<file path="src/rfs_pkg.sv">
// Constants, command codes, reset values and carrier types for the fault and sequencing register bank.
package rfs_pkg;

  // Command codes as seen on the management bus.
  localparam logic [7:0] CMD_OPERATION = 8'h01;
  localparam logic [7:0] CMD_ON_OFF_CFG = 8'h02;
  localparam logic [7:0] CMD_CLEAR_FAULTS = 8'h03;
  localparam logic [7:0] CMD_SCALE_LOOP = 8'h29;
  localparam logic [7:0] CMD_SUMMARY_STATUS = 8'h78;

  // Storage slots; code and reset value per slot, in slot order.
  localparam int NREG = 22;
  localparam int IX_OPER = 0;
  localparam int IX_ONOFF = 1;
  localparam int IX_SCALE = 2;
  localparam int IX_UV_THR = 3;
  localparam int IX_UV_ACT = 4;
  localparam int IX_OC_THR = 5;
  localparam int IX_OC_ACT = 6;
  localparam int IX_OCW_THR = 7;
  localparam int IX_OT_THR = 8;
  localparam int IX_OT_ACT = 9;
  localparam int IX_OTW_THR = 10;
  localparam int IX_VOV_THR = 11;
  localparam int IX_VOV_ACT = 12;
  localparam int IX_VUVW_THR = 13;
  localparam int IX_PG_ON = 14;
  localparam int IX_PG_OFF = 15;
  localparam int IX_TON_DLY = 16;
  localparam int IX_TURN_ON_RISE_TIME = 17;
  localparam int IX_TMAX = 18;
  localparam int IX_TMAX_ACT = 19;
  localparam int IX_TOFF_DLY = 20;
  localparam int IX_TURN_OFF_FALL_TIME = 21;
  localparam logic [NREG*8-1:0] REG_CODES = {8'h65, 8'h64, 8'h63, 8'h62, 8'h61, 8'h60, 8'h5f, 8'h5e, 8'h58, 8'h56,
    8'h55, 8'h51, 8'h50, 8'h4f, 8'h4a, 8'h47, 8'h46, 8'h45, 8'h44, CMD_SCALE_LOOP, CMD_ON_OFF_CFG, CMD_OPERATION};

  // Fault actions in bits 7:6 of every action register.
  localparam logic [1:0] ACT_IGNORE = 2'h0;
  localparam logic [1:0] ACT_SHUTDOWN = 2'h2;
  localparam logic [1:0] ACT_INHIBIT = 2'h3;
  localparam int ACT_MSB = 7;
  localparam int ACT_LSB = 6;

  // Reset values: UV 101 x 3.9mV, OC 64 x 0.5A, temperatures in 1C, VIN 96 x 0.25V, power good in 10mV, times in ms.
  localparam logic [NREG*16-1:0] REG_RESETS = {16'h0001, 16'h0000, 16'h0000, 16'h0000, 16'h0001, 16'h0000,
    16'h002a, 16'h002d, 16'h0001, 16'h0080, 16'h0060, 16'h007d, 16'h00c0, 16'h0091, 16'h0038, 16'h0080,
    16'h0040, 16'h0000, 16'h0065, 16'h0100, 16'h0016, 16'h0080};
  localparam logic [NREG-1:0] REG_IS_BYTE = 22'h081253;

  // Configuration and operation bits.
  localparam int ONOFF_PU = 4;
  localparam int ONOFF_CMD = 3;
  localparam int ONOFF_PIN = 2;
  localparam int ONOFF_POL = 1;
  localparam int OPER_ON = 7;

  // Threshold scale: tenths of a millivolt per LSB, and the loop scale one-point value.
  localparam logic [7:0] UV_TENTH_MV = 8'h27;
  localparam logic [7:0] PG_TENTH_MV = 8'h64;
  localparam int SCALE_FRAC_BITS = 8;

  // Timing: one millisecond at the 50 ns clock, and one of 256 ramp steps.
  localparam int CLK_NS = 50;
  localparam int MS_NS = 1000000;
  localparam int MS_CYCLES = (MS_NS + CLK_NS - 1) / CLK_NS;
  localparam int RAMP_STEPS = 256;

  // Carriers.
  typedef struct packed {
    logic write;
    logic [7:0] code;
    logic [15:0] wdata;
  } rfs_cmd_t;

  typedef struct packed {
    logic [15:0] vsense_mv;
    logic [15:0] iout_half_a;
    logic [15:0] temp_c;
    logic [15:0] vin_qv;
  } rfs_meas_t;

endpackage : rfs_pkg

</file>
<file path="src/rfs_regs.sv">
// Fault thresholds, responses, sequencing timers and summary status of the regulator.
`timescale 1ns/1ps
module rfs_regs #(
  parameter int MS_CYCLES = rfs_pkg::MS_CYCLES
) (
  // Clock and reset.
  input wire logic mclk,
  input wire logic rst,
  // Command port from the bus engine.
  input wire logic cmd_valid,
  input wire rfs_pkg::rfs_cmd_t cmd,
  output logic rsp_valid,
  output logic [15:0] rsp_data,
  output logic rsp_err,
  // Measurements and fault inputs, same clock.
  input wire rfs_pkg::rfs_meas_t meas,
  input wire logic busy_in,
  input wire logic vout_ov_in,
  input wire logic vin_uv_in,
  input wire logic cml_in,
  // Control pin, asynchronous.
  input wire logic control_pin,
  // Power stage control and status.
  output logic power_enable,
  output logic [7:0] vcmd_frac,
  output logic pgood,
  output logic oc_warn,
  output logic ot_warn,
  output logic vin_uv_warn,
  output logic [7:0] status_byte
);

  localparam int STEP_CYCLES = MS_CYCLES / rfs_pkg::RAMP_STEPS;

  typedef enum logic [2:0] {S_OFF, S_ON_DLY, S_RISE, S_ON, S_OFF_DLY, S_FALL} rfs_state_t;

  // Slot of a command code, or NREG when the code has no storage.
  function automatic logic [4:0] slot_of(input logic [7:0] code);
    slot_of = 5'(rfs_pkg::NREG);
    for (int i = 0; i < rfs_pkg::NREG; i++)
    begin
      if (rfs_pkg::REG_CODES[i*8 +: 8] == code)
      begin
        slot_of = 5'(i);
      end
    end
  endfunction : slot_of

  // Output threshold in tenths of a millivolt at the sense pin, scaled by the loop factor.
  function automatic logic [31:0] sense_thr(input logic [15:0] raw, input logic [7:0] lsb, input logic [15:0] scale);
    logic [31:0] prod;
    prod = 32'(raw) * 32'(lsb) * 32'(scale);
    sense_thr = prod >> rfs_pkg::SCALE_FRAC_BITS;
  endfunction : sense_thr

  // Action field of an action register.
  function automatic logic [1:0] act_of(input logic [15:0] r);
    act_of = r[rfs_pkg::ACT_MSB:rfs_pkg::ACT_LSB];
  endfunction : act_of

  // Register storage.
  logic [15:0] regs_ff [rfs_pkg::NREG];
  logic [15:0] nxt_regs [rfs_pkg::NREG];
  logic rsp_valid_ff, nxt_rsp_valid;
  logic [15:0] rsp_data_ff, nxt_rsp_data;
  logic rsp_err_ff, nxt_rsp_err;
  // Control pin synchroniser.
  logic pin_meta_ff, pin_sync_ff;
  // Sticky fault bits.
  logic uv_ff, oc_ff, ot_ff, otw_ff, vov_ff, tmax_ff, busy_ff, ovo_ff, vuv_ff, cml_ff;
  logic nxt_uv, nxt_oc, nxt_ot, nxt_otw, nxt_vov, nxt_tmax, nxt_busy, nxt_ovo, nxt_vuv, nxt_cml;
  logic shut_ff, nxt_shut;
  // Sequencer.
  rfs_state_t state_ff, nxt_state;
  logic [31:0] tick_ff, nxt_tick;
  logic [15:0] ms_ff, nxt_ms;
  logic [15:0] tmax_cnt_ff, nxt_tmax_cnt;
  logic reached_ff, nxt_reached;
  logic [31:0] step_ff, nxt_step;
  logic [7:0] frac_ff, nxt_frac;
  logic pg_ff, nxt_pg;
  logic ocw_ff, otwo_ff, vuvw_ff;

  // Decoded command.
  logic [4:0] slot;
  logic wr, rd, clr, bad;
  // Live conditions.
  logic [31:0] vs10, uv_thr, pg_on_thr, pg_off_thr;
  logic uv_c, oc_c, ocw_c, ot_c, otw_c, vov_c, vuvw_c, tmax_c;
  logic run_req, inhibit, blocked, ms_tick, step_tick;
  logic [15:0] ramp_ms;

  // Command decode; the clear-faults send byte carries no data.
  always_comb
  begin
    slot = slot_of(cmd.code);
    clr = cmd_valid && cmd.write && cmd.code == rfs_pkg::CMD_CLEAR_FAULTS;
    wr = cmd_valid && cmd.write && slot != 5'(rfs_pkg::NREG);
    rd = cmd_valid && !cmd.write;
    bad = cmd_valid && slot == 5'(rfs_pkg::NREG) && !clr && !(rd && cmd.code == rfs_pkg::CMD_SUMMARY_STATUS);
  end

  // Register writes and read answers; byte commands keep only the low byte.
  always_comb
  begin
    for (int i = 0; i < rfs_pkg::NREG; i++)
    begin
      nxt_regs[i] = regs_ff[i];
      if (wr && slot == 5'(i))
      begin
        nxt_regs[i] = rfs_pkg::REG_IS_BYTE[i] ? {8'h00, cmd.wdata[7:0]} : cmd.wdata;
      end
    end
    nxt_rsp_valid = cmd_valid;
    nxt_rsp_err = bad;
    nxt_rsp_data = 16'h0000;
    if (rd && cmd.code == rfs_pkg::CMD_SUMMARY_STATUS)
    begin
      nxt_rsp_data = {8'h00, status_byte};
    end
    else if (rd && slot != 5'(rfs_pkg::NREG))
    begin
      nxt_rsp_data = regs_ff[slot];
    end
  end

  always_ff @(posedge mclk or posedge rst)
  begin
    if (rst)
    begin
      for (int i = 0; i < rfs_pkg::NREG; i++)
      begin
        regs_ff[i] <= rfs_pkg::REG_RESETS[i*16 +: 16];
      end
      rsp_valid_ff <= 1'b0;
      rsp_data_ff <= 16'h0000;
      rsp_err_ff <= 1'b0;
    end
    else
    begin
      regs_ff <= nxt_regs;
      rsp_valid_ff <= nxt_rsp_valid;
      rsp_data_ff <= nxt_rsp_data;
      rsp_err_ff <= nxt_rsp_err;
    end
  end

  // The pin is asynchronous; only the second stage is read.
  always_ff @(posedge mclk or posedge rst)
  begin
    if (rst)
    begin
      pin_meta_ff <= 1'b0;
      pin_sync_ff <= 1'b0;
    end
    else
    begin
      pin_meta_ff <= control_pin;
      pin_sync_ff <= pin_meta_ff;
    end
  end

  // Threshold comparisons; output thresholds are moved to the sense pin by the loop scale.
  always_comb
  begin
    vs10 = 32'(meas.vsense_mv) * 32'd10;
    uv_thr = sense_thr(regs_ff[rfs_pkg::IX_UV_THR], rfs_pkg::UV_TENTH_MV, regs_ff[rfs_pkg::IX_SCALE]);
    pg_on_thr = sense_thr(regs_ff[rfs_pkg::IX_PG_ON], rfs_pkg::PG_TENTH_MV, regs_ff[rfs_pkg::IX_SCALE]);
    pg_off_thr = sense_thr(regs_ff[rfs_pkg::IX_PG_OFF], rfs_pkg::PG_TENTH_MV, regs_ff[rfs_pkg::IX_SCALE]);
    // Undervoltage is only meaningful once the output is in regulation.
    uv_c = state_ff == S_ON && vs10 < uv_thr;
    oc_c = meas.iout_half_a > regs_ff[rfs_pkg::IX_OC_THR];
    ocw_c = meas.iout_half_a > regs_ff[rfs_pkg::IX_OCW_THR];
    ot_c = meas.temp_c >= regs_ff[rfs_pkg::IX_OT_THR];
    otw_c = meas.temp_c >= regs_ff[rfs_pkg::IX_OTW_THR];
    vov_c = meas.vin_qv > regs_ff[rfs_pkg::IX_VOV_THR];
    vuvw_c = meas.vin_qv < 16'(regs_ff[rfs_pkg::IX_VUVW_THR] << 1);
    tmax_c = (state_ff == S_RISE || state_ff == S_ON) && !reached_ff && regs_ff[rfs_pkg::IX_TMAX] != 16'h0000
      && tmax_cnt_ff >= regs_ff[rfs_pkg::IX_TMAX];
  end

  // Sticky fault bits: a live condition always wins over a clear.
  always_comb
  begin
    nxt_uv = uv_c || (uv_ff && !clr);
    nxt_oc = oc_c || (oc_ff && !clr);
    nxt_ot = ot_c || (ot_ff && !clr);
    nxt_otw = otw_c || (otw_ff && !clr);
    nxt_vov = vov_c || (vov_ff && !clr);
    nxt_tmax = tmax_c || (tmax_ff && !clr);
    nxt_busy = busy_in || (busy_ff && !clr);
    nxt_ovo = vout_ov_in || (ovo_ff && !clr);
    nxt_vuv = vin_uv_in || (vuv_ff && !clr);
    nxt_cml = cml_in || bad || (cml_ff && !clr);
  end

  always_ff @(posedge mclk or posedge rst)
  begin
    if (rst)
    begin
      uv_ff <= 1'b0;
      oc_ff <= 1'b0;
      ot_ff <= 1'b0;
      otw_ff <= 1'b0;
      vov_ff <= 1'b0;
      tmax_ff <= 1'b0;
      busy_ff <= 1'b0;
      ovo_ff <= 1'b0;
      vuv_ff <= 1'b0;
      cml_ff <= 1'b0;
      ocw_ff <= 1'b0;
      otwo_ff <= 1'b0;
      vuvw_ff <= 1'b0;
    end
    else
    begin
      uv_ff <= nxt_uv;
      oc_ff <= nxt_oc;
      ot_ff <= nxt_ot;
      otw_ff <= nxt_otw;
      vov_ff <= nxt_vov;
      tmax_ff <= nxt_tmax;
      busy_ff <= nxt_busy;
      ovo_ff <= nxt_ovo;
      vuv_ff <= nxt_vuv;
      cml_ff <= nxt_cml;
      ocw_ff <= ocw_c;
      otwo_ff <= otw_c;
      vuvw_ff <= vuvw_c;
    end
  end

  // Start request and fault responses. Shutdown latches until faults are cleared or the unit is
  // commanded off; inhibit only holds the output off while the temperature stays high.
  always_comb
  begin
    run_req = !regs_ff[rfs_pkg::IX_ONOFF][rfs_pkg::ONOFF_PU]
      || ((!regs_ff[rfs_pkg::IX_ONOFF][rfs_pkg::ONOFF_CMD] || regs_ff[rfs_pkg::IX_OPER][rfs_pkg::OPER_ON])
      && (!regs_ff[rfs_pkg::IX_ONOFF][rfs_pkg::ONOFF_PIN]
      || pin_sync_ff == regs_ff[rfs_pkg::IX_ONOFF][rfs_pkg::ONOFF_POL]));
    inhibit = ot_c && act_of(regs_ff[rfs_pkg::IX_OT_ACT]) == rfs_pkg::ACT_INHIBIT;
    nxt_shut = (uv_c && act_of(regs_ff[rfs_pkg::IX_UV_ACT]) == rfs_pkg::ACT_SHUTDOWN)
      || (oc_c && act_of(regs_ff[rfs_pkg::IX_OC_ACT]) == rfs_pkg::ACT_SHUTDOWN)
      || (ot_c && act_of(regs_ff[rfs_pkg::IX_OT_ACT]) == rfs_pkg::ACT_SHUTDOWN)
      || (vov_c && act_of(regs_ff[rfs_pkg::IX_VOV_ACT]) == rfs_pkg::ACT_SHUTDOWN)
      || (tmax_c && act_of(regs_ff[rfs_pkg::IX_TMAX_ACT]) == rfs_pkg::ACT_SHUTDOWN)
      || (shut_ff && !clr && run_req);
    blocked = shut_ff || inhibit;
  end

  // Sequencer timing: the millisecond prescaler restarts on every state change so each delay
  // is a whole number of milliseconds from its start.
  always_comb
  begin
    ms_tick = tick_ff >= 32'(MS_CYCLES - 1);
    ramp_ms = (state_ff == S_FALL) ? regs_ff[rfs_pkg::IX_TURN_OFF_FALL_TIME] : regs_ff[rfs_pkg::IX_TURN_ON_RISE_TIME];
    step_tick = step_ff + 32'd1 >= 32'(ramp_ms) * 32'(STEP_CYCLES);
    nxt_state = state_ff;
    nxt_frac = frac_ff;
    nxt_step = step_tick ? 32'd0 : step_ff + 32'd1;
    case (state_ff)
      S_OFF:
      begin
        nxt_frac = 8'h00;
        if (run_req && !blocked)
        begin
          nxt_state = S_ON_DLY;
        end
      end
      S_ON_DLY:
      begin
        if (!run_req || blocked)
        begin
          nxt_state = S_OFF;
        end
        else if (ms_ff >= regs_ff[rfs_pkg::IX_TON_DLY])
        begin
          nxt_state = S_RISE;
        end
      end
      S_RISE:
      begin
        if (ramp_ms == 16'h0000)
        begin
          nxt_frac = 8'hff;
        end
        else if (step_tick)
        begin
          nxt_frac = frac_ff + 8'h01;
        end
        if (blocked)
        begin
          nxt_state = S_OFF;
        end
        else if (!run_req)
        begin
          nxt_state = S_OFF_DLY;
        end
        else if (nxt_frac == 8'hff)
        begin
          nxt_state = S_ON;
        end
      end
      S_ON:
      begin
        if (blocked)
        begin
          nxt_state = S_OFF;
        end
        else if (!run_req)
        begin
          nxt_state = S_OFF_DLY;
        end
      end
      S_OFF_DLY:
      begin
        // Energy keeps flowing here; a fault still cuts it at once.
        if (blocked)
        begin
          nxt_state = S_OFF;
        end
        else if (ms_ff >= regs_ff[rfs_pkg::IX_TOFF_DLY])
        begin
          nxt_state = S_FALL;
        end
      end
      S_FALL:
      begin
        if (ramp_ms == 16'h0000 || frac_ff == 8'h00)
        begin
          nxt_frac = 8'h00;
        end
        else if (step_tick)
        begin
          nxt_frac = frac_ff - 8'h01;
        end
        if (blocked || nxt_frac == 8'h00)
        begin
          nxt_state = S_OFF;
        end
      end
      default:
      begin
        nxt_state = S_OFF;
      end
    endcase
    if (nxt_state == S_OFF)
    begin
      nxt_frac = 8'h00;
    end
    nxt_tick = (nxt_state != state_ff || ms_tick) ? 32'd0 : tick_ff + 32'd1;
    nxt_ms = (nxt_state != state_ff) ? 16'h0000 : (ms_tick ? ms_ff + 16'h0001 : ms_ff);
    if (nxt_state != state_ff)
    begin
      nxt_step = 32'd0;
    end
    // Power-up timer runs from the start of the rise until the undervoltage limit is reached.
    nxt_reached = (state_ff == S_RISE || state_ff == S_ON) && (reached_ff || vs10 >= uv_thr);
    nxt_tmax_cnt = (state_ff == S_RISE || state_ff == S_ON) ? ((ms_tick && !reached_ff && tmax_cnt_ff != 16'hffff)
      ? tmax_cnt_ff + 16'h0001 : tmax_cnt_ff) : 16'h0000;
    // Power good with hysteresis between the two levels.
    if (nxt_state == S_OFF || vs10 <= pg_off_thr)
    begin
      nxt_pg = 1'b0;
    end
    else if (vs10 >= pg_on_thr)
    begin
      nxt_pg = 1'b1;
    end
    else
    begin
      nxt_pg = pg_ff;
    end
  end

  always_ff @(posedge mclk or posedge rst)
  begin
    if (rst)
    begin
      state_ff <= S_OFF;
      tick_ff <= 32'd0;
      ms_ff <= 16'h0000;
      tmax_cnt_ff <= 16'h0000;
      reached_ff <= 1'b0;
      step_ff <= 32'd0;
      frac_ff <= 8'h00;
      pg_ff <= 1'b0;
      shut_ff <= 1'b0;
    end
    else
    begin
      state_ff <= nxt_state;
      tick_ff <= nxt_tick;
      ms_ff <= nxt_ms;
      tmax_cnt_ff <= nxt_tmax_cnt;
      reached_ff <= nxt_reached;
      step_ff <= nxt_step;
      frac_ff <= nxt_frac;
      pg_ff <= nxt_pg;
      shut_ff <= nxt_shut;
    end
  end

  // Outputs; status bit 6 is live, the rest are the sticky bits.
  assign status_byte = {busy_ff, state_ff == S_OFF, ovo_ff, oc_ff, vuv_ff, ot_ff || otw_ff, cml_ff,
    uv_ff || vov_ff || tmax_ff};
  assign power_enable = state_ff == S_RISE || state_ff == S_ON || state_ff == S_OFF_DLY || state_ff == S_FALL;
  assign vcmd_frac = frac_ff;
  assign pgood = pg_ff;
  assign oc_warn = ocw_ff;
  assign ot_warn = otwo_ff;
  assign vin_uv_warn = vuvw_ff;
  assign rsp_valid = rsp_valid_ff;
  assign rsp_data = rsp_data_ff;
  assign rsp_err = rsp_err_ff;

endmodule : rfs_regs

</file>
<file path="config.mk">
export PLATFORM = sky130hd
export DESIGN_NAME = rfs_regs
export DESIGN_NICKNAME = d
export VERILOG_FILES = /design/src/rfs_pkg.sv /design/src/rfs_regs.sv
export SDC_FILE = /design/constraint.sdc
export NUM_CORES = 2
export LEC_CHECK = 0
export ABC_AREA = 0
export BUFFER_PORTS_ARGS = -buffer_cell sky130_fd_sc_hd__buf_2
export CORE_MARGIN = 2
export CORE_UTILIZATION = 60
export CTS_CLUSTER_SIZE = 16
export DETAILED_ROUTE_END_ITERATION = 10
export HOLD_SLACK_MARGIN = 0.05
export PLACE_DENSITY = 0.77
export SLEW_MARGIN = 40
export SYNTH_ARGS = -nofsm -noshare
export SYNTH_HDL_FRONTEND = slang
export SYNTH_SLANG_ARGS = --single-unit
</file>
<file path="constraint.sdc">
create_clock -name mclk -period 47.4 [get_ports mclk]
set_input_delay 9.48 -clock mclk [delete_from_list [all_inputs] [get_ports mclk]]
set_output_delay 9.48 -clock mclk [all_outputs]
set_load 0.05 [all_outputs]
</file>
==> flow_summary.toml <==
[run_status]
status = "finished, final reports clean"

[critical_path]
path_buf_inv = 2
worstPathArrival_ps = 15110
path_max_fanout = 4
startpoint_type = "input pin"
max_stage_delay_ps = 520
cp_common_cell = "o21ai_0"
cpMaxStageDelayCell = "o22ai_1"
criticalPathCategory = "input pin to flip-flop"
critPathTopFamily = "compound AO/OA/AOI/OAI gates"
endpoint_kind = "flip-flop"
crit_required_ps = 47880

[layout]
finalNetCount = 8426
final_common_cell = "inv_1"
final_cell_mix = "1260 x inv_1, 961 x nand2_1, 829 x fa_1"
area_delta_synth_final_pct = 6.21
drive_gt1_share_pct = 10.1

[detailed_routing]
finalWirelength_um = 171000
drc = 0
first_iter_violations = 3863
antenna_left = 0
vias_per_cell = 5.89
wl_met3_um = 13500
met1Wirelength_um = 65900
wl_per_cell_um = 20.8
wl_met2_um = 81900
num_vias = 48600
top_layer = "met5"
first_pass_iters = 7

[placed_design]
port_buffers = 135
gp_congestion = 0.938
hpwl_um = 128000

[yosys]
async_reset_ff_share_pct = 100
ys_warn_count = 0
yosysSeqAreaShare_pct = 17.8
syn-instance-count = 6845
synth_edf_count = 0
syn_area_per_cell_um2 = 9.08
syn_area_um2 = 62100
ys_ff_latch = 439
synth_top_area_share_pct = 26.7
synth_area_leaders = "fa_1 27%, dfrtp_1 16%, ha_1 13%"
synth.largest_area_cell = "fa_1"
synth_ff_type = "dfrtp_1"
synth_cell_types = 89

[floorplanning]
die_x_um = 326
io_pins = 136
die_area_um2 = 106000
core_area_um2 = 103000
initial_utilization_pct = 60.3
fp-row-count = 118
die_h_um = 326

[clocking]
worstSkewPairLatency_ps = 580
cts_setup_buffers = 0
cts_root_buf = "clkbuf_16"
cts_max_path_buffers = 3
h-tree-depth = 2
clkTransAtPathRegs_ps = 70
cts_made_buffers = 44
clock_sinks = 439
cts_resized = 0
cts_tree = "built"
cts_hold_buf = 0

[sta]
rsz0062_at_grt = "false"
setup_viol = 0
maxSlewHeadroom_pct = 42.3
fin_setup_tns_ps = 0
hold_viol_final = 0
slew_violations = 0
fin_crit_sh_pct = 30.9
fin_crit_ps = 14630
tightest_slew_ps = 866
finClkSkew_ps = 18.3
max_clock_freq_mhz = 68.3

[power]
p_leak_nw = 32.5
peakVddDrop_mv = 0.0347
power_density_nw_per_um2 = 18.9
power_mw = 1.25

[flow_run]
max-cap-violations = 0

[grt]
track_usage_pct = 32.9
grt_max_degree = 106
grt_overflow = 0
grt_pass1_wl_um = 277000
antenna_found_initial = 4
grt_pass1_vias = 51500

[hold_path]
hp-class = "flip-flop to flip-flop"
==> metrics by stage <==
step                util (%)  hold slack (ps)  std cells  instance area [um2]  setup WS, ps
finish                  64.0              386       8250                66000         32770
global route            64.0              384       8247                66000         32300
CTS                     64.0              382       8245                65900         32740
detailed placement      62.4              370       8163                64300         32200
global placement        62.3              356       8162                64200         32280
floorplan                  -              331       6870                62200         25750
==> per-layer routing <==
metal | track usage (%) | vias up
met5 | 0 | -
met2 | 55.2 | 2134
met3 | 4.31 | 486
met1 | 41.8 | 24200
met4 | 17.0 | 2
li1 | - | 21700
==> final cells by class <==
type	count	area, um2
multi-input cells	4858	45400
fillers	8494	37100
flip-flops and latches	439	11100
inverters	1262	4740
well taps	1380	1730
repair buffers	226	1410
clock buffers	57	1250
clock inverters	25	385
diodes	3	7.51
==> cell usage after synthesis (all sizes together), types with 8 or more instances <==
master and count:
mux2i 10, nand3 85, nor2b 62, a21oi 162, xor2 103, clkbuf 288
o21bai 11, a21boi 12, and4 10, mux2 252, and2 342, a2111oi 11
a31oi 55, nor2 215, nand4 48, inv 1261, nor3 59, fa 829
o21a 41, a31o 9, dfrtp 401, buf 23, o21ai 224, or3 25
nand2 962, a221oi 40, o31ai 10, and3 48, nand2b 57, xnor2 115
o41ai 8, a211oi 49, nor4 25, ha 669, or2 10, dfstp 38
o211ai 31, o22ai 18, a21o 107, a211o 10, nor3b 28
==> report_power, final <==
part           internal [mW]  switching, mW  leakage (nW)
Sequential             0.395         0.0321          5.54
Combinational          0.143          0.283          26.1
Clock                  0.237          0.159         0.803
==> kinds of logic after synthesis <==
family,after synthesis,share of synthesized area (%)
xor+xnor,222,3.22
flops,439,17.8
fa+ha+maj,1499,40.2
mux,262,4.74
buf+inv,1573,9.56
simple gates,1994,15.5
other cells,1,0.00603
compound gates,855,8.99
==> flip-flops by register name, indices dropped and copies added, names as in the netlist, 3 cells and up <==
name,cells
tmax_cnt_ff,16
vcmd_frac,8
step_ff,32
regs_ff,296
tick_ff,32
ms_ff,16
state_ff,3
rsp_data,16
==> path summary, 6_finish.rpt <==
path,cells past startpoint,startpoint,slack (ps),end
worst min register to register,0,pin_meta_ff,390,pin_sync_ff
max in group asynchronous,5,rst,36590,step_ff[28]
min in group asynchronous,2,rst,8860,regs_ff[173]
worst min-delay path,0,pin_meta_ff,390,pin_sync_ff
worst max-delay path,27,meas[49],32770,shut_ff
worst max register to register,45,regs_ff[288],34290,shut_ff
(Power assumes the default switching activity.)
